File: src/rtsr_pkg.sv
// Constants, register map and timing for the remote temperature sensor register block
package rtsr_pkg;

  // Read selectors
  localparam logic [7:0] RD_LOCAL   = 8'h00;
  localparam logic [7:0] RD_RWHOLE  = 8'h01;
  localparam logic [7:0] RD_STATUS  = 8'h02;
  localparam logic [7:0] RD_CFG     = 8'h03;
  localparam logic [7:0] RD_RATE    = 8'h04;
  localparam logic [7:0] RD_LOCAL_OVER_FLAG   = 8'h05;
  localparam logic [7:0] RD_LOCAL_UNDER_FLAG    = 8'h06;
  localparam logic [7:0] RD_REMOTE_OVER_FLAG   = 8'h07;
  localparam logic [7:0] RD_REMOTE_UNDER_FLAG    = 8'h08;
  localparam logic [7:0] RD_RFRAC   = 8'h10;
  localparam logic [7:0] RD_MAKER   = 8'hfe;
  localparam logic [7:0] RD_DIEREV  = 8'hff;
  // Write selectors
  localparam logic [7:0] WR_CFG     = 8'h09;
  localparam logic [7:0] WR_RATE    = 8'h0a;
  localparam logic [7:0] WR_LOCAL_OVER_FLAG   = 8'h0b;
  localparam logic [7:0] WR_LOCAL_UNDER_FLAG    = 8'h0c;
  localparam logic [7:0] WR_REMOTE_OVER_FLAG   = 8'h0d;
  localparam logic [7:0] WR_REMOTE_UNDER_FLAG    = 8'h0e;
  // Shared read/write selectors; AD_ONESHOT is write-only and reads zero
  localparam logic [7:0] AD_ONESHOT = 8'h0f;
  localparam logic [7:0] AD_ROFS_W  = 8'h11;
  localparam logic [7:0] AD_ROFS_F  = 8'h12;
  localparam logic [7:0] AD_REMOTE_OVER_FLAG_F = 8'h13;
  localparam logic [7:0] AD_REMOTE_UNDER_FLAG_F  = 8'h14;
  localparam logic [7:0] AD_REMOTE_CRIT_FLAG   = 8'h19;
  localparam logic [7:0] AD_LOCAL_CRIT_FLAG   = 8'h20;
  localparam logic [7:0] AD_HYST    = 8'h21;
  localparam logic [7:0] AD_FILTER  = 8'hbf;

  // Reset values
  localparam logic [7:0] RST_ZERO   = 8'h00;
  localparam logic [7:0] RST_RATE   = 8'h08;
  localparam logic [7:0] RST_LOCAL_OVER_FLAG  = 8'h46;
  localparam logic [7:0] RST_REMOTE_OVER_FLAG  = 8'h46;
  localparam logic [7:0] RST_REMOTE_CRIT_FLAG  = 8'h6e;
  localparam logic [7:0] RST_LOCAL_CRIT_FLAG  = 8'h55;
  localparam logic [7:0] RST_HYST   = 8'h0a;

  // Writable bit masks
  localparam logic [7:0] MSK_CFG    = 8'hd5;
  localparam logic [7:0] MSK_FRAC   = 8'he0;
  localparam logic [7:0] MSK_HYST   = 8'h1f;
  localparam logic [7:0] MSK_FILTER = 8'h07;

  // Field positions
  localparam int CFG_FQ   = 0;
  localparam int CFG_STBY = 6;
  localparam int FLT_LO   = 1;
  localparam int FLT_HI   = 2;
  localparam int ST_LOCAL_CRIT_FLAG = 0;
  localparam int ST_REMOTE_CRIT_FLAG = 1;
  localparam int ST_OPEN  = 2;
  localparam int ST_REMOTE_UNDER_FLAG  = 3;
  localparam int ST_REMOTE_OVER_FLAG = 4;
  localparam int ST_LOCAL_UNDER_FLAG  = 5;
  localparam int ST_LOCAL_OVER_FLAG = 6;
  localparam int ST_BUSY  = 7;

  // Temperature arithmetic, remote values in eighths of a degree
  localparam int              FRAC_BITS  = 3;
  localparam int              FILT_FRAC  = 4;
  localparam logic signed [12:0] JUNC_SHIFT = 13'sd128;
  localparam logic signed [12:0] REM_MAX    = 13'sd1023;
  localparam logic signed [12:0] REM_MIN    = -13'sd1031;
  localparam logic signed [12:0] REM_FLOOR  = -13'sd1024;
  localparam logic signed [12:0] REM_OPEN   = 13'sd1016;
  localparam logic signed [9:0]  LOC_MAX    = 10'sd127;
  localparam logic signed [9:0]  LOC_MIN    = -10'sd128;
  localparam logic [7:0]         WHOLE_MIN  = 8'h80;
  localparam logic [1:0]         FQ_DEPTH   = 2'd3;
  localparam logic [1:0]         FLT_LVL2   = 2'b11;
  localparam logic [1:0]         FLT_NONE   = 2'b00;
  localparam logic [3:0]         RATE_MAX   = 4'd9;

  // Timing
  localparam int CLK_KHZ         = 250000;
  localparam int TIMEOUT_MS      = 35;
  localparam int TIMEOUT_CYC     = TIMEOUT_MS * CLK_KHZ;
  localparam int BASE_CONV_HZ    = 32;
  localparam int BASE_PERIOD_CYC = CLK_KHZ * 1000 / BASE_CONV_HZ;

endpackage

File: src/rtsr_top.sv
// Two-wire slave, register file and conversion sequencer of the temperature sensor
`timescale 1ns/100ps
module rtsr_top
  import rtsr_pkg::*;
#(
  parameter logic [6:0]  SLAVE_ADDR  = 7'h4c,
  parameter logic [7:0]  MAKER_CODE  = 8'h5a,  // Arbitrary value
  parameter logic [7:0]  DIE_REV     = 8'h07,  // Arbitrary value
  parameter int          TIMEOUT_CYC_P = TIMEOUT_CYC,
  parameter logic [31:0] BASE_PERIOD = 32'(BASE_PERIOD_CYC)
) (
  // Clock and reset
  input  wire logic               i_mclk,
  input  wire logic               i_nrst,
  // Two-wire bus
  input  wire logic               i_smb_clk,
  input  wire logic               i_smb_dat,
  output logic                    o_smb_dat,
  output logic                    o_smb_dat_oe,
  // Converter
  output logic                    o_conv_start,
  input  wire logic               i_conv_done,
  input  wire logic signed [9:0]  i_local_raw,
  input  wire logic signed [12:0] i_remote_raw,
  input  wire logic               i_diode_open,
  input  wire logic               i_diode_short
);

  typedef enum logic [6:0] {
    S_IDLE  = 7'b0000001,
    S_ADDR  = 7'b0000010,
    S_ACK   = 7'b0000100,
    S_CMD   = 7'b0001000,
    S_WDATA = 7'b0010000,
    S_RDATA = 7'b0100000,
    S_MACK  = 7'b1000000
  } rtsr_state_type;

  function automatic logic signed [12:0] lim13(input logic [7:0] w, input logic [7:0] f);
    lim13 = 13'(signed'({w, f[7:5]}));
  endfunction

  function automatic logic [1:0] fq_step(input logic [1:0] c, input logic hit);
    fq_step = !hit ? 2'd0 : ((c == FQ_DEPTH) ? c : 2'(c + 2'd1));
  endfunction

  // Bus line synchronisers
  logic scl_m_q, scl_s_q, scl_p_q, sda_m_q, sda_s_q, sda_p_q;
  always_ff @(posedge i_mclk) begin
    if (!i_nrst) begin
      {scl_m_q, scl_s_q, scl_p_q} <= 3'h7;
      {sda_m_q, sda_s_q, sda_p_q} <= 3'h7;
    end else begin
      scl_m_q <= i_smb_clk;
      scl_s_q <= scl_m_q;
      scl_p_q <= scl_s_q;
      sda_m_q <= i_smb_dat;
      sda_s_q <= sda_m_q;
      sda_p_q <= sda_s_q;
    end
  end

  logic scl_rise, scl_fall, start_det, stop_det;
  assign scl_rise  = scl_s_q & ~scl_p_q;
  assign scl_fall  = ~scl_s_q & scl_p_q;
  assign start_det = scl_s_q & scl_p_q & sda_p_q & ~sda_s_q;
  assign stop_det  = scl_s_q & scl_p_q & ~sda_p_q & sda_s_q;

  // Register file
  logic [7:0] cfg_q, rate_q, local_over_flag_q, local_under_flag_q, remote_over_flag_q, remote_under_flag_q, ofs_w_q, ofs_f_q;
  logic [7:0] remote_over_flag_f_q, remote_under_flag_f_q, remote_crit_flag_q, local_crit_flag_q, hyst_q, filt_cfg_q;
  logic [7:0] cfg_d, rate_d, local_over_flag_d, local_under_flag_d, remote_over_flag_d, remote_under_flag_d, ofs_w_d, ofs_f_d;
  logic [7:0] remote_over_flag_f_d, remote_under_flag_f_d, remote_crit_flag_d, local_crit_flag_d, hyst_d, filt_cfg_d;
  // Results
  logic [7:0]         loc_q, loc_d;
  logic signed [12:0] rem_q, rem_d;
  logic [6:0]         stat_q, stat_d;
  logic               busy_q, busy_d, start_q, start_d;

  logic [7:0] rem_whole, rem_frac, rd_byte, sel_q, sel_d;
  logic signed [12:0] rem_under;
  assign rem_under = REM_FLOOR - rem_q;
  always_comb begin
    if (rem_q < REM_FLOOR) begin
      rem_whole = WHOLE_MIN;
      rem_frac  = {rem_under[FRAC_BITS-1:0], 5'h00};
    end else begin
      rem_whole = rem_q[10:3];
      rem_frac  = {rem_q[FRAC_BITS-1:0], 5'h00};
    end
  end

  // Read data mux; undefined and write-only selectors read zero
  always_comb begin
    case (sel_q)
      RD_LOCAL:   rd_byte = loc_q;
      RD_RWHOLE:  rd_byte = rem_whole;
      RD_STATUS:  rd_byte = {busy_q, stat_q};
      RD_CFG:     rd_byte = cfg_q;
      RD_RATE:    rd_byte = rate_q;
      RD_LOCAL_OVER_FLAG:   rd_byte = local_over_flag_q;
      RD_LOCAL_UNDER_FLAG:    rd_byte = local_under_flag_q;
      RD_REMOTE_OVER_FLAG:   rd_byte = remote_over_flag_q;
      RD_REMOTE_UNDER_FLAG:    rd_byte = remote_under_flag_q;
      RD_RFRAC:   rd_byte = rem_frac;
      AD_ROFS_W:  rd_byte = ofs_w_q;
      AD_ROFS_F:  rd_byte = ofs_f_q;
      AD_REMOTE_OVER_FLAG_F: rd_byte = remote_over_flag_f_q;
      AD_REMOTE_UNDER_FLAG_F:  rd_byte = remote_under_flag_f_q;
      AD_REMOTE_CRIT_FLAG:   rd_byte = remote_crit_flag_q;
      AD_LOCAL_CRIT_FLAG:   rd_byte = local_crit_flag_q;
      AD_HYST:    rd_byte = hyst_q;
      AD_FILTER:  rd_byte = filt_cfg_q;
      RD_MAKER:   rd_byte = MAKER_CODE;
      RD_DIEREV:  rd_byte = DIE_REV;
      default:    rd_byte = RST_ZERO;
    endcase
  end

  // Bus slave
  rtsr_state_type st_q, st_d, nxt_q, nxt_d;
  logic [2:0]  bitcnt_q, bitcnt_d;
  logic [7:0]  shreg_q, shreg_d, byte_in, wr_data;
  logic        oe_q, oe_d, ackph_q, ackph_d, wr_en;
  logic [31:0] lowcnt_q, lowcnt_d;
  logic        timeout;

  assign byte_in = {shreg_q[6:0], sda_s_q};
  assign timeout = (lowcnt_q == 32'(TIMEOUT_CYC_P));

  always_comb begin
    st_d     = st_q;
    nxt_d    = nxt_q;
    bitcnt_d = bitcnt_q;
    shreg_d  = shreg_q;
    sel_d    = sel_q;
    oe_d     = oe_q;
    ackph_d  = ackph_q;
    wr_en    = 1'b0;
    wr_data  = byte_in;
    if (scl_s_q && sda_s_q) begin
      lowcnt_d = '0;
    end else begin
      lowcnt_d = timeout ? lowcnt_q : 32'(lowcnt_q + 32'd1);
    end
    if (timeout) begin
      st_d     = S_IDLE;
      oe_d     = 1'b0;
      lowcnt_d = '0;
    end else if (start_det) begin
      st_d     = S_ADDR;
      bitcnt_d = '0;
      oe_d     = 1'b0;
    end else if (stop_det) begin
      st_d = S_IDLE;
      oe_d = 1'b0;
    end else if (scl_rise) begin
      case (st_q)
        S_ADDR, S_CMD, S_WDATA: begin
          shreg_d  = byte_in;
          bitcnt_d = 3'(bitcnt_q + 3'd1);
          if (bitcnt_q == 3'd7) begin
            st_d    = S_ACK;
            ackph_d = 1'b0;
            case (st_q)
              S_ADDR: begin
                if (byte_in[7:1] != SLAVE_ADDR) begin
                  st_d = S_IDLE;
                end
                nxt_d = byte_in[0] ? S_RDATA : S_CMD;
              end
              S_CMD: begin
                sel_d = byte_in;
                nxt_d = S_WDATA;
              end
              default: begin
                wr_en = 1'b1;
                nxt_d = S_WDATA;
              end
            endcase
          end
        end
        S_RDATA: begin
          bitcnt_d = 3'(bitcnt_q + 3'd1);
          if (bitcnt_q == 3'd7) begin
            st_d = S_MACK;
          end
        end
        S_MACK: begin
          if (!sda_s_q) begin
            st_d    = S_ACK;
            ackph_d = 1'b1;
            nxt_d   = S_RDATA;
          end else begin
            st_d = S_IDLE;
          end
        end
        default: begin
        end
      endcase
    end else if (scl_fall) begin
      case (st_q)
        S_ACK: begin
          if (!ackph_q) begin
            oe_d    = 1'b1;
            ackph_d = 1'b1;
          end else begin
            ackph_d  = 1'b0;
            bitcnt_d = '0;
            st_d     = nxt_q;
            if (nxt_q == S_RDATA) begin
              shreg_d = {rd_byte[6:0], 1'b0};
              oe_d    = ~rd_byte[7];
            end else begin
              oe_d = 1'b0;
            end
          end
        end
        S_RDATA: begin
          if (bitcnt_q != 3'd0) begin
            oe_d    = ~shreg_q[7];
            shreg_d = {shreg_q[6:0], 1'b0};
          end
        end
        S_MACK: oe_d = 1'b0;
        default: begin
        end
      endcase
    end
  end

  always_ff @(posedge i_mclk) begin
    if (!i_nrst) begin
      st_q     <= S_IDLE;
      nxt_q    <= S_IDLE;
      bitcnt_q <= '0;
      shreg_q  <= '0;
      sel_q    <= RD_LOCAL;
      oe_q     <= 1'b0;
      ackph_q  <= 1'b0;
      lowcnt_q <= '0;
    end else begin
      st_q     <= st_d;
      nxt_q    <= nxt_d;
      bitcnt_q <= bitcnt_d;
      shreg_q  <= shreg_d;
      sel_q    <= sel_d;
      oe_q     <= oe_d;
      ackph_q  <= ackph_d;
      lowcnt_q <= lowcnt_d;
    end
  end

  assign o_smb_dat    = 1'b0;
  assign o_smb_dat_oe = oe_q;

  // Register writes; read-only selectors fall through unchanged
  logic oneshot_req;
  assign oneshot_req = wr_en && (sel_q == AD_ONESHOT) && cfg_q[CFG_STBY];

  always_comb begin
    {cfg_d, rate_d, local_over_flag_d, local_under_flag_d, remote_over_flag_d, remote_under_flag_d, ofs_w_d, ofs_f_d} =
      {cfg_q, rate_q, local_over_flag_q, local_under_flag_q, remote_over_flag_q, remote_under_flag_q, ofs_w_q, ofs_f_q};
    {remote_over_flag_f_d, remote_under_flag_f_d, remote_crit_flag_d, local_crit_flag_d, hyst_d, filt_cfg_d} =
      {remote_over_flag_f_q, remote_under_flag_f_q, remote_crit_flag_q, local_crit_flag_q, hyst_q, filt_cfg_q};
    if (wr_en) begin
      case (sel_q)
        WR_CFG:     cfg_d      = wr_data & MSK_CFG;
        WR_RATE:    rate_d     = wr_data;
        WR_LOCAL_OVER_FLAG:   local_over_flag_d    = wr_data;
        WR_LOCAL_UNDER_FLAG:    local_under_flag_d     = wr_data;
        WR_REMOTE_OVER_FLAG:   remote_over_flag_d    = wr_data;
        WR_REMOTE_UNDER_FLAG:    remote_under_flag_d     = wr_data;
        AD_ROFS_W:  ofs_w_d    = wr_data;
        AD_ROFS_F:  ofs_f_d    = wr_data & MSK_FRAC;
        AD_REMOTE_OVER_FLAG_F: remote_over_flag_f_d  = wr_data & MSK_FRAC;
        AD_REMOTE_UNDER_FLAG_F:  remote_under_flag_f_d   = wr_data & MSK_FRAC;
        AD_REMOTE_CRIT_FLAG:   remote_crit_flag_d    = wr_data;
        AD_LOCAL_CRIT_FLAG:   local_crit_flag_d    = wr_data;
        AD_HYST:    hyst_d     = wr_data & MSK_HYST;
        AD_FILTER:  filt_cfg_d = wr_data & MSK_FILTER;
        default: begin
        end
      endcase
    end
  end

  always_ff @(posedge i_mclk) begin
    if (!i_nrst) begin
      {cfg_q, local_under_flag_q, remote_under_flag_q, ofs_w_q, ofs_f_q} <= {5{RST_ZERO}};
      {remote_over_flag_f_q, remote_under_flag_f_q, filt_cfg_q}         <= {3{RST_ZERO}};
      rate_q  <= RST_RATE;
      local_over_flag_q <= RST_LOCAL_OVER_FLAG;
      remote_over_flag_q <= RST_REMOTE_OVER_FLAG;
      remote_crit_flag_q <= RST_REMOTE_CRIT_FLAG;
      local_crit_flag_q <= RST_LOCAL_CRIT_FLAG;
      hyst_q  <= RST_HYST;
    end else begin
      {cfg_q, rate_q, local_over_flag_q, local_under_flag_q, remote_over_flag_q, remote_under_flag_q, ofs_w_q, ofs_f_q} <=
        {cfg_d, rate_d, local_over_flag_d, local_under_flag_d, remote_over_flag_d, remote_under_flag_d, ofs_w_d, ofs_f_d};
      {remote_over_flag_f_q, remote_under_flag_f_q, remote_crit_flag_q, local_crit_flag_q, hyst_q, filt_cfg_q} <=
        {remote_over_flag_f_d, remote_under_flag_f_d, remote_crit_flag_d, local_crit_flag_d, hyst_d, filt_cfg_d};
    end
  end

  // Conversion sequencer and result processing
  logic [31:0]        per_q, per_d, period;
  logic [3:0]         rate_eff;
  logic signed [16:0] filt_q, filt_d, tgt, filt_nx;
  logic               filt_ok_q, filt_ok_d;
  logic [1:0]         chi_q, chi_d, clo_q, clo_d, ccr_q, ccr_d;
  logic signed [12:0] adj, fout, rem_n, remote_crit_flag_v, remote_crit_flag_clr;
  logic signed [9:0]  local_crit_flag_clr;
  logic [7:0]         loc_n;
  logic               fq_on, rhit_hi, rhit_lo, rhit_cr, lhit_cr;

  assign rate_eff  = (rate_q > 8'(RATE_MAX)) ? RATE_MAX : rate_q[3:0];
  assign period    = BASE_PERIOD << (RATE_MAX - rate_eff);
  assign fq_on     = cfg_q[CFG_FQ];
  // Offset is added before filtering so the filter sees the final scale
  assign adj       = i_remote_raw - JUNC_SHIFT + lim13(ofs_w_q, ofs_f_q);
  assign tgt       = 17'(adj) <<< FILT_FRAC;
  assign remote_crit_flag_v   = 13'(signed'({remote_crit_flag_q, 3'b000}));
  assign remote_crit_flag_clr = remote_crit_flag_v - 13'({hyst_q, 3'b000});
  assign local_crit_flag_clr = 10'(signed'(local_crit_flag_q)) - 10'(hyst_q);

  // Rounded fixed-point IIR so smoothing adds no bias
  always_comb begin
    if (filt_cfg_q[FLT_HI:FLT_LO] == FLT_NONE || !filt_ok_q) begin
      filt_nx = tgt;
    end else if (filt_cfg_q[FLT_HI:FLT_LO] == FLT_LVL2) begin
      filt_nx = filt_q + ((tgt - filt_q) >>> 2);
    end else begin
      filt_nx = filt_q + ((tgt - filt_q) >>> 1);
    end
    fout = 13'((filt_nx + 17'sd8) >>> FILT_FRAC);
  end

  always_comb begin
    if (i_diode_open) begin
      rem_n = REM_OPEN;
    end else if (i_diode_short) begin
      rem_n = REM_FLOOR;
    end else if (fout > REM_MAX) begin
      rem_n = REM_MAX;
    end else if (fout < REM_MIN) begin
      rem_n = REM_MIN;
    end else begin
      rem_n = fout;
    end
    if (i_local_raw > LOC_MAX) begin
      loc_n = LOC_MAX[7:0];
    end else if (i_local_raw < LOC_MIN) begin
      loc_n = LOC_MIN[7:0];
    end else begin
      loc_n = i_local_raw[7:0];
    end
  end

  assign rhit_hi = rem_n > lim13(remote_over_flag_q, remote_over_flag_f_q);
  assign rhit_lo = rem_n < lim13(remote_under_flag_q, remote_under_flag_f_q);
  assign rhit_cr = rem_n > remote_crit_flag_v;
  assign lhit_cr = signed'(loc_n) > signed'(local_crit_flag_q);

  always_comb begin
    per_d     = per_q;
    start_d   = 1'b0;
    busy_d    = busy_q;
    filt_d    = filt_q;
    filt_ok_d = filt_ok_q;
    loc_d     = loc_q;
    rem_d     = rem_q;
    stat_d    = stat_q;
    {chi_d, clo_d, ccr_d} = {chi_q, clo_q, ccr_q};
    if (per_q != 32'd0) begin
      per_d = 32'(per_q - 32'd1);
    end
    if (!busy_q && (oneshot_req || (!cfg_q[CFG_STBY] && per_q == 32'd0))) begin
      start_d = 1'b1;
      busy_d  = 1'b1;
      if (!cfg_q[CFG_STBY]) begin
        per_d = 32'(period - 32'd1);
      end
    end else if (busy_q && i_conv_done) begin
      busy_d = 1'b0;
      loc_d  = loc_n;
      rem_d  = rem_n;
      if (!i_diode_open && !i_diode_short) begin
        filt_d    = filt_nx;
        filt_ok_d = 1'b1;
      end
      chi_d = fq_step(chi_q, rhit_hi);
      clo_d = fq_step(clo_q, rhit_lo);
      ccr_d = fq_step(ccr_q, rhit_cr);
      stat_d[ST_REMOTE_OVER_FLAG] = fq_on ? (chi_d == FQ_DEPTH) : rhit_hi;
      stat_d[ST_REMOTE_UNDER_FLAG]  = fq_on ? (clo_d == FQ_DEPTH) : rhit_lo;
      // Critical flags hold until the reading falls by the hysteresis
      if (fq_on ? (ccr_d == FQ_DEPTH) : rhit_cr) begin
        stat_d[ST_REMOTE_CRIT_FLAG] = 1'b1;
      end else if (rem_n <= remote_crit_flag_clr) begin
        stat_d[ST_REMOTE_CRIT_FLAG] = 1'b0;
      end
      if (lhit_cr) begin
        stat_d[ST_LOCAL_CRIT_FLAG] = 1'b1;
      end else if (signed'({loc_n[7], loc_n[7], loc_n}) <= local_crit_flag_clr) begin
        stat_d[ST_LOCAL_CRIT_FLAG] = 1'b0;
      end
      stat_d[ST_LOCAL_OVER_FLAG] = signed'(loc_n) > signed'(local_over_flag_q);
      stat_d[ST_LOCAL_UNDER_FLAG]  = signed'(loc_n) < signed'(local_under_flag_q);
      stat_d[ST_OPEN]  = i_diode_open;
    end
  end

  always_ff @(posedge i_mclk) begin
    if (!i_nrst) begin
      per_q     <= '0;
      start_q   <= 1'b0;
      busy_q    <= 1'b0;
      filt_q    <= '0;
      filt_ok_q <= 1'b0;
      loc_q     <= RST_ZERO;
      rem_q     <= '0;
      stat_q    <= '0;
      {chi_q, clo_q, ccr_q} <= '0;
    end else begin
      per_q     <= per_d;
      start_q   <= start_d;
      busy_q    <= busy_d;
      filt_q    <= filt_d;
      filt_ok_q <= filt_ok_d;
      loc_q     <= loc_d;
      rem_q     <= rem_d;
      stat_q    <= stat_d;
      {chi_q, clo_q, ccr_q} <= {chi_d, clo_d, ccr_d};
    end
  end

  assign o_conv_start = start_q;

  // Checks
  property p_timeout;
    @(posedge i_mclk) disable iff (!i_nrst) timeout |=> st_q == S_IDLE && !o_smb_dat_oe;
  endproperty
  a_timeout: assert property (p_timeout) else $error("bus timeout not taken");

  property p_start;
    @(posedge i_mclk) disable iff (!i_nrst)
      (start_det && !timeout) |=> st_q == S_ADDR && bitcnt_q == 3'd0;
  endproperty
  a_start: assert property (p_start) else $error("start not honoured");

  property p_cmd;
    @(posedge i_mclk) disable iff (!i_nrst)
      (st_q == S_CMD && scl_rise && bitcnt_q == 3'd7 && !start_det && !stop_det && !timeout)
      |=> sel_q == $past(byte_in);
  endproperty
  a_cmd: assert property (p_cmd) else $error("selector not latched");

  property p_fq;
    @(posedge i_mclk) disable iff (!i_nrst)
      ($rose(stat_q[ST_REMOTE_OVER_FLAG]) && $past(fq_on)) |-> chi_q == FQ_DEPTH;
  endproperty
  a_fq: assert property (p_fq) else $error("remote high flag before three samples");

  property p_oneshot;
    @(posedge i_mclk) disable iff (!i_nrst)
      (oneshot_req && !busy_q) |=> o_conv_start && busy_q ##1 !o_conv_start;
  endproperty
  a_oneshot: assert property (p_oneshot) else $error("trigger did not start one cycle");

  property p_trig_read;
    @(posedge i_mclk) disable iff (!i_nrst) sel_q == AD_ONESHOT |-> rd_byte == RST_ZERO;
  endproperty
  a_trig_read: assert property (p_trig_read) else $error("trigger read not zero");

  property p_frac;
    @(posedge i_mclk) disable iff (!i_nrst) rem_frac[4:0] == 5'h00;
  endproperty
  a_frac: assert property (p_frac) else $error("fraction low bits set");

  property p_sat;
    @(posedge i_mclk) disable iff (!i_nrst) rem_q <= REM_MAX && rem_q >= REM_MIN;
  endproperty
  a_sat: assert property (p_sat) else $error("remote result out of range");

  property p_open;
    @(posedge i_mclk) disable iff (!i_nrst)
      (busy_q && i_conv_done && i_diode_open && !oneshot_req)
      |=> rem_whole == 8'h7f && rem_frac == RST_ZERO && stat_q[ST_OPEN];
  endproperty
  a_open: assert property (p_open) else $error("open diode result wrong");

  property p_busy;
    @(posedge i_mclk) disable iff (!i_nrst) o_conv_start |-> busy_q && !$past(busy_q);
  endproperty
  a_busy: assert property (p_busy) else $error("busy not shown during conversion");

endmodule // rtsr_top

File: config.mk
export PLATFORM = sky130hd
export DESIGN_NAME = rtsr_top
export DESIGN_NICKNAME = d
export VERILOG_FILES = /design/src/rtsr_pkg.sv /design/src/rtsr_top.sv
export SDC_FILE = /design/constraint.sdc
export NUM_CORES = 1
export LEC_CHECK = 0
export BUFFER_PORTS_ARGS = -buffer_cell sky130_fd_sc_hd__buf_2
export CAP_MARGIN = 0
export CORE_UTILIZATION = 37
export DETAILED_ROUTE_END_ITERATION = 6
export PLACE_DENSITY = 0.49
export SLEW_MARGIN = 20
export SYNTH_ARGS = -nofsm -noshare
export SYNTH_HDL_FRONTEND = slang
export SYNTH_SLANG_ARGS = --single-unit
File: constraint.sdc
create_clock -name i_mclk -period 21.9 [get_ports i_mclk]
set_input_delay 1.095 -clock i_mclk [delete_from_list [all_inputs] [get_ports i_mclk]]
set_output_delay 1.095 -clock i_mclk [all_outputs]
set_load 0.1 [all_outputs]
# After elaboration in Yosys (flattened, before gate mapping)
# Index checks and enable logic that the tools add are counted.
[classes]
bitwise_logic = 19
reduce_logical = 66
n_mux = 80
mul = 0
shifts = 1
n_eq_ne = 60
n_addsub = 17
n_div = 0
n_lt_le_gt_ge = 14
[ops]
columns = ["cell", "count"]
rows = [
  ["case mux 8 bit (20 select lines)", 1],
  ["two-way mux 32 bit", 3],
  ["two-way mux 8 bit", 10],
  ["equality test 8 x 4 -> 1 bit (second input constant)", 8],
  ["subtractor 32 x 1 -> 32 bit (second input constant)", 2],
  ["two-way mux 7 bit", 8],
  ["two-way mux 13 bit", 4],
  ["equality test 8 x 5 -> 1 bit (second input constant)", 6],
  ["two-way mux 17 bit", 2],
  ["adder 32 x 1 -> 32 bit (second input constant)", 1],
  ["equality test 32 x 24 -> 1 bit (second input constant)", 1],
  ["equality test 8 x 3 -> 1 bit (second input constant)", 4],
  ["logical NOT 32 bit", 1],
  ["nonzero test 32 bit", 1],
  ["<< shifter 23 x 4 -> 32 bit (first input constant)", 1],
  ["two-way mux 3 bit", 10],
  ["AND reduction 2 bit", 15],
  ["> comparator 13 x 11 -> 1 bit", 2],
  ["two-way mux 1 bit", 26],
  ["equality test 8 bit (second input constant)", 3],
  ["case mux 7 bit (3 select lines)", 1],
  ["inequality test 3 bit (second input constant)", 6],
  ["AND reduction 6 bit", 3],
  ["nonzero test 3 bit", 6],
  ["66 further kinds", 132],
]
[word_totals]
out_inout_bits = 3
memories = 0
romBits = 0
ram_bits = 0
ff_bits = 245
in_bits = 30
latchBits = 0
elab_cells = 299

# Longest topological paths before layout
[logic_depth]
depth_word = 18
mapped_depth = 45
ltp_nobuf = 43

# Worst setup path after synthesis
# OpenSTA, ideal clock, no wires.
[synth_timing]
path_kind = "input -> register"
startpoint = "input i_remote_raw[1]"
endpoint = "register ccr_q[0]"
t_required_ns = 21.775
cell_stages = 43
setup_ns = 0.125
n_path_buf = 3
slack_ns = 13.170
t_arrival_ns = 8.606
cell_sequence = "ha_1 -> ha_1 -> fa_1 -> a211oi_1 -> o21ai_0 -> o21ai_0 -> xnor2_1 -> ha_1 -> and4_1 -> a21o_1 -> a211oi_4 -> o21ba_2 -> xnor2_1 -> nor2_1 -> a21oi_1 -> ha_1 -> clkbuf_1 -> a211oi_1 -> [7 not listed] -> nand3_1 -> nand3_2 -> buf_6 -> a21oi_1 -> or2_1 -> ha_1 -> nor2b_1 -> o21a_1 -> o21a_1 -> o21a_1 -> o21a_1 -> o21a_1 -> o21a_1 -> o21ai_0 -> a31oi_1 -> and3_1 -> o21ai_0 -> o22ai_1"
[synth_via]
elab_chain_cells = 14
word_cells_on_any_way = 16
classes_between = "add/sub (6); order compare (3); mux (7)"
[synth_rtl]
columns = ["item", "line_no", "text"]
rows = [
  ["start, declared", "rtsr_top.sv:24", "input wire logic signed [12:0] i_remote_raw,"],
  ["subtractor 13 x 9 -> 13 bit *", "rtsr_top.sv:321", "assign adj = i_remote_raw - JUNC_SHIFT + lim13(ofs_w_q, ofs_f_q);"],
  ["adder 13 x 11 -> 13 bit *", "rtsr_top.sv:321", ""],
  ["subtractor 17 bit", "rtsr_top.sv:332, rtsr_top.sv:334", ""],
  ["adder 17 x 15 -> 17 bit or adder 17 x 16 -> 17 bit (tied branches)", "rtsr_top.sv:332, rtsr_top.sv:334", ""],
  ["two-way mux 17 bit", "rtsr_top.sv:331", "end else if (filt_cfg_q[FLT_HI:FLT_LO] == FLT_LVL2) begin"],
  ["two-way mux 17 bit *", "rtsr_top.sv:329", "if (filt_cfg_q[FLT_HI:FLT_LO] == FLT_NONE || !filt_ok_q) begin"],
  ["adder 17 x 5 -> 17 bit *", "rtsr_top.sv:336", "fout = 13'((filt_nx + 17'sd8) >>> FILT_FRAC);"],
  ["< comparator 13 x 12 -> 1 bit", "rtsr_top.sv:346", "end else if (fout < REM_MIN) begin"],
  ["two-way mux 13 bit", "rtsr_top.sv:346", ""],
  ["two-way mux 13 bit *", "rtsr_top.sv:344", "end else if (fout > REM_MAX) begin"],
  ["two-way mux 13 bit *", "rtsr_top.sv:342", "end else if (i_diode_short) begin"],
  ["two-way mux 13 bit *", "rtsr_top.sv:340", "if (i_diode_open) begin"],
  ["via rem_n[4]", "rtsr_top.sv:312", "logic signed [12:0] adj, fout, rem_n, remote_crit_flag_v, remote_crit_flag_clr;"],
  ["> comparator 13 x 11 -> 1 bit *", "rtsr_top.sv:362", "assign rhit_cr = rem_n > remote_crit_flag_v;"],
  ["two-way mux 2 bit *", "rtsr_top.sv:44", "fq_step = !hit ? 2'd0 : ((c == FQ_DEPTH) ? c : 2'(c + 2'd1));"],
  ["end signal, assigned", "rtsr_top.sv:434", "{chi_q, clo_q, ccr_q} <= {chi_d, clo_d, ccr_d};"],
  ["end, declared", "rtsr_top.sv:311", "logic [1:0] chi_q, chi_d, clo_q, clo_d, ccr_q, ccr_d;"],
]
# The timed path passes the listed nets; every way through them passes the cells marked *.
# A chain may end at the register's enable or synchronous reset.

# Worst setup path in the final report
[layout_timing]
startpoint = "input i_remote_raw[1]"
endpoint = "register chi_q[1]"
[layout_via]
elab_chain_cells = 14
word_cells_on_any_way = 16
classes_between = "add/sub (6); order compare (3); mux (7)"
[layout_rtl]
columns = ["item", "line_no", "text"]
rows = [
  ["subtractor 13 x 9 -> 13 bit *", "rtsr_top.sv:321", ""],
  ["adder 13 x 11 -> 13 bit *", "rtsr_top.sv:321", ""],
  ["subtractor 17 bit", "rtsr_top.sv:332, rtsr_top.sv:334", ""],
  ["adder 17 x 15 -> 17 bit or adder 17 x 16 -> 17 bit (tied branches)", "rtsr_top.sv:332, rtsr_top.sv:334", ""],
  ["two-way mux 17 bit", "rtsr_top.sv:331", ""],
  ["two-way mux 17 bit *", "rtsr_top.sv:329", ""],
  ["adder 17 x 5 -> 17 bit *", "rtsr_top.sv:336", ""],
  ["< comparator 13 x 12 -> 1 bit", "rtsr_top.sv:346", ""],
  ["two-way mux 13 bit", "rtsr_top.sv:346", ""],
  ["two-way mux 13 bit *", "rtsr_top.sv:344", ""],
  ["two-way mux 13 bit *", "rtsr_top.sv:342", ""],
  ["two-way mux 13 bit *", "rtsr_top.sv:340", ""],
  ["via rem_n[1]", "rtsr_top.sv:312", ""],
  ["> comparator 13 x 11 -> 1 bit *", "rtsr_top.sv:360", "assign rhit_hi = rem_n > lim13(remote_over_flag_q, remote_over_flag_f_q);"],
  ["two-way mux 2 bit *", "rtsr_top.sv:44", ""],
  ["end signal, assigned", "rtsr_top.sv:434", ""],
  ["end, declared", "rtsr_top.sv:311", ""],
]
# Marked as above.

==> results.txt <==
----------------------------------------------------
[Synthesis]
  Post-Syn Nets ... between 2k and 2.5k
  Synthesized area divided by synthesized cell count ... about 8 µm²
  Area contributors post-synth ... sky130_fd_sc_hd__dfxtp_1 28%, sky130_fd_sc_hd__ha_1 11%, sky130_fd_sc_hd__nor2_1 5.5%
  Proportion of synthesized chip area in sequential cells ... about 28%
  Number of cells produced by synthesis ... 2258
  Mux share of post-synthesis cell area ... ~4.6%
  Area share of xor/xnor cells in the synthesized design ... 5.986%
  Area leader, netlist ... sky130_fd_sc_hd__dfxtp_1
  Post-synth EDFFs ... 0
  Main combinational cell family by area after synthesis ... simple AND/OR/NAND/NOR gates
  Area fraction in compound gates after synthesis ... a little over a fifth
  Combined area of all synthesized cells ... between 15000 and 20000 µm²
  Library cells used by synthesis ... 90
  Simple-gate portion of the synthesized area ... 22.98%
  Share of synthesized flip-flops with an asynchronous set or reset ... 0%
  Area share of the largest cell type after synthesis ... 27.59%
  Fraction of the mapped netlist area in adder cells ... 11.79%
  Leading register cell type out of synthesis ... sky130_fd_sc_hd__dfxtp_1
  Syn. warnings ... 0
  Number of synthesized register bits ... between 200 and 250

[Setup path]
  Req. time, crit path ... around 22 ns
  Cell at the slowest stage of the critical path ... sky130_fd_sc_hd__nor3_1
  CP max stage delay ... 0.86 ns
  Cells on worst reg2reg path ... 39
  Category of the critical setup timing path ... in2reg
  Startpoint types ... primary input
  Kind of capture point of the worst setup path ... flip-flop
  Cell repeated most along the worst path ... sky130_fd_sc_hd__o21a_1
  Data arrival time at the worst-slack endpoint ... 10.16 ns
  Maximum fanout encountered on the critical timing path ... 11

[Timing]
  Final Hold Vio Count ... 0
  Worst max-slew margin expressed relative to the limit ... 24.59%
  Period utilization ... between 40% and 50%
  Final-report max-slew violation count ... 0
  FMAX ... just over 100 MHz
  Final min period ... ~9.7 ns
  Number of endpoints failing setup at the final stage ... 0
  RSZ-0062 raised after global routing ... no
  Hold Slack ... around 0.42 ns
  Total negative slack for setup checks ... 0 ns
  Final setup skew ... 0.02112 ns
  Slew at the pin closest to its max-slew limit ... 1.127 ns

[Clocking]
  Clock input transition at the sequential cells of the worst setup and hold paths ... 0.06 ns
  Number of H-tree branching levels ... 1
  Cts hold-fix bufs ... 0
  Clock tree from TritonCTS ... done
  Post-CTS Repair Setup Buffers ... 0
  CTS buffer count ... 29
  Post-cts gate resize count ... 0
  Number of sinks driven by the clock tree ... around 240
  Worst skew pair latency ... between 0.5 and 0.6 ns
  Clk root buf ... sky130_fd_sc_hd__clkbuf_16
  Maximum buffer depth of the clock tree ... 3

[Placement]
  Port Buf Inserts ... 31
  Placer's final routability congestion estimate ... ~0.94
  Post-detail-place hpwl ... slightly above 40 mm

[Drt]
  Pre-Repair DR Iteration Count ... 7
  Mean routed wirelength per cell ... approximately 19 µm
  Wirelength, routed ... 54.72 mm
  Routed vias/inst ... roughly 5.6
  Count of antenna-violating nets left after detailed routing ... 0
  Via count ... between 15k and 20k
  Total DRC errors in the routed layout ... 2
  DRC marker count from the first detailed-route iteration ... approximately 1.3k

[Layout]
  Number of antenna diodes ... 0
  Area taken by flip-flops and latches ... a little under 5000 µm²
  Number of filler cells placed in the layout ... ~4.8k
  Area Growth Syn to Fin ... 9.228%
  End-of-flow core utilization ... 41.11%
  Fraction of layout cells with a size suffix above 1 ... ~6.5%
  Area taken by multi-input logic gates ... approximately 12000 µm²
  NumNets Final ... 2428

[Pwr]
  Static Leak ... 7.341 nW
  Power density normalized to cell area ... a little over 70 nW/µm²
  VDD IR-drop max ... roughly 0.050 mV

[Global routing]
  Maximum number of pins on one net before global-route repair ... 69
  Initial antenna violation count ... 0
  Global-route total usage across every layer ... approximately 23%
  Vias in the first global route ... approximately 15k
  Global-route wire length before repair ... around 86 mm
  Congestion Overflow GR ... 0

[Die]
  Placement row count ... just under 80
  Total I/O pin count ... 33
  Die Y ... between 200 and 250 µm
  Core footprint ... approximately 47000 µm²
  Initial Util ... ~38%
  Area of the die ... around 48000 µm²
  Die width ... 219.8 µm

[Run]
  Max-cap check violation count ... 0

[Status]
  Violations in the final reports ... design-rule violations
  Result of the run ... finished with violations

[Worst hold path]
  Min-Delay Path Depth ... 1
  Classification of the worst-slack hold path ... reg2reg

----------------------------------------------------
power by group:
group / switching, mW / internal, mW / total [mW]
Combinational: 0.223 / 0.148 / 0.370
Clock: 0.204 / 0.292 / 0.496
Sequential: 0.0336 / 0.476 / 0.510
Total: 0.461 / 0.916 / 1.38
synth_stat cells, types with 19 or more instances:
cell and n:
sky130_fd_sc_hd__a211oi_1 21, sky130_fd_sc_hd__a21o_1 30, sky130_fd_sc_hd__a21oi_1 167, sky130_fd_sc_hd__a22oi_1 21, sky130_fd_sc_hd__a31oi_1 19, sky130_fd_sc_hd__and3_1 19
sky130_fd_sc_hd__clkbuf_1 88, sky130_fd_sc_hd__dfxtp_1 242, sky130_fd_sc_hd__ha_1 159, sky130_fd_sc_hd__inv_1 126, sky130_fd_sc_hd__mux2i_1 79, sky130_fd_sc_hd__nand2_1 240
sky130_fd_sc_hd__nand2b_1 37, sky130_fd_sc_hd__nand3_1 43, sky130_fd_sc_hd__nand4_1 28, sky130_fd_sc_hd__nor2_1 256, sky130_fd_sc_hd__nor2b_1 48, sky130_fd_sc_hd__nor3_1 53
sky130_fd_sc_hd__o211ai_1 46, sky130_fd_sc_hd__o21a_1 39, sky130_fd_sc_hd__o21ai_0 112, sky130_fd_sc_hd__xnor2_1 63, sky130_fd_sc_hd__xor2_1 57
per-layer routing:
layer | track usage (%) | share of wire (%)
met3 | 2.471 | 4.4
met4 | 5.103 | 2.3
met1 | 32.62 | 49
met5 | 0 | 0
met2 | 35.84 | 44
final cells by class:
cell class	instances	share of cell area, %
Timing Repair Buffer	49	1.514
Tap cell	607	3.960
Sequential cell	242	25.26
Multi-Input combinational cell	1786	61.63
Clock inverter	14	0.7764
Inverter	127	2.499
Clock buffer	40	4.365
kinds of logic (layout without fill, tap and decap cells):
family	after synthesis	after routing
flops	242	242
fa+ha+maj	163	163
mux	80	80
simple gates	842	842
compound gates	580	580
xor+xnor	120	120
buf+inv	230	230
other cells	1	1
final timing paths:
path,start,to,slack (ns)
min reg2reg,sda_m_q,sda_s_q,0.42
max reg2reg,ofs_f_q[6],chi_q[1],12.36
min,sda_m_q,sda_s_q,0.42
max,i_remote_raw[1],chi_q[1],12.17
sequential cells by signal, indices dropped and copies added (netlist names), 4 cells and up:
name and flops:
local_crit_flag_q 8, remote_under_flag_q 8, rate_q 8, lowcnt_q 32, shreg_q 8, rem_q 13, stat_q 7, ofs_w_q 8
st_q 7, local_over_flag_q 8, nxt_q 4, cfg_q 5, remote_over_flag_q 8, hyst_q 5, local_under_flag_q 8, sel_q 8
per_q 32, filt_q 17, loc_q 8, remote_crit_flag_q 8
stage by stage:
| stage | std cells | power [mW] | setup WS [ns] | instance area, µm² |
|---|---|---|---|---|
| 6_report | 2865 | 1.376 | 12.17 | 19180 |
| 5_1_grt | 2865 | 1.454 | 11.42 | 19180 |
| 4_1_cts | 2865 | 1.388 | 12.33 | 19180 |
| 3_5_place_dp | 2811 | 0.8862 | 11.80 | 18190 |
| 3_3_place_gp | 2811 | 0.8811 | 11.98 | 18190 |
| 2_1_floorplan | 2258 | 0.8000 | 13.17 | 17560 |
cells in the final DEF, fill, tap and decap left out, types with 8 or more instances in the layout:
master                        n
sky130_fd_sc_hd__a211oi_1    21
sky130_fd_sc_hd__a21boi_0     9
sky130_fd_sc_hd__a21o_1      30
sky130_fd_sc_hd__a21oi_1    167
sky130_fd_sc_hd__a221oi_1    14
sky130_fd_sc_hd__a22oi_1     21
sky130_fd_sc_hd__a31oi_1     19
sky130_fd_sc_hd__and2_1      14
sky130_fd_sc_hd__and3_1      19
sky130_fd_sc_hd__buf_2       31
sky130_fd_sc_hd__buf_4       18
sky130_fd_sc_hd__clkbuf_16   29
sky130_fd_sc_hd__dfxtp_1    242
sky130_fd_sc_hd__ha_1       159
sky130_fd_sc_hd__inv_1      126
sky130_fd_sc_hd__mux2i_1     79
sky130_fd_sc_hd__nand2_1    240
sky130_fd_sc_hd__nand2b_1    37
sky130_fd_sc_hd__nand3_1     43
sky130_fd_sc_hd__nand4_1     28
sky130_fd_sc_hd__nor2_1     256
sky130_fd_sc_hd__nor2b_1     48
sky130_fd_sc_hd__nor3_1      52
sky130_fd_sc_hd__nor4_1      17
sky130_fd_sc_hd__o211a_1     15
sky130_fd_sc_hd__o211ai_1    46
sky130_fd_sc_hd__o21a_1      39
sky130_fd_sc_hd__o21ai_0    112
sky130_fd_sc_hd__o21bai_1     8
sky130_fd_sc_hd__o22ai_1      8
sky130_fd_sc_hd__or2_2       11
sky130_fd_sc_hd__or3_1       17
sky130_fd_sc_hd__xnor2_1     63
sky130_fd_sc_hd__xor2_1      57
worst max-delay path: cells and delay by family:
kind	cells	cell delay, ns
compound gates	22	4.06
buf+inv	1	0.10
xor+xnor	2	0.29
simple gates	9	2.64
fa+ha+maj	6	1.96
No activity file was read; power rests on OpenSTA's default activity.
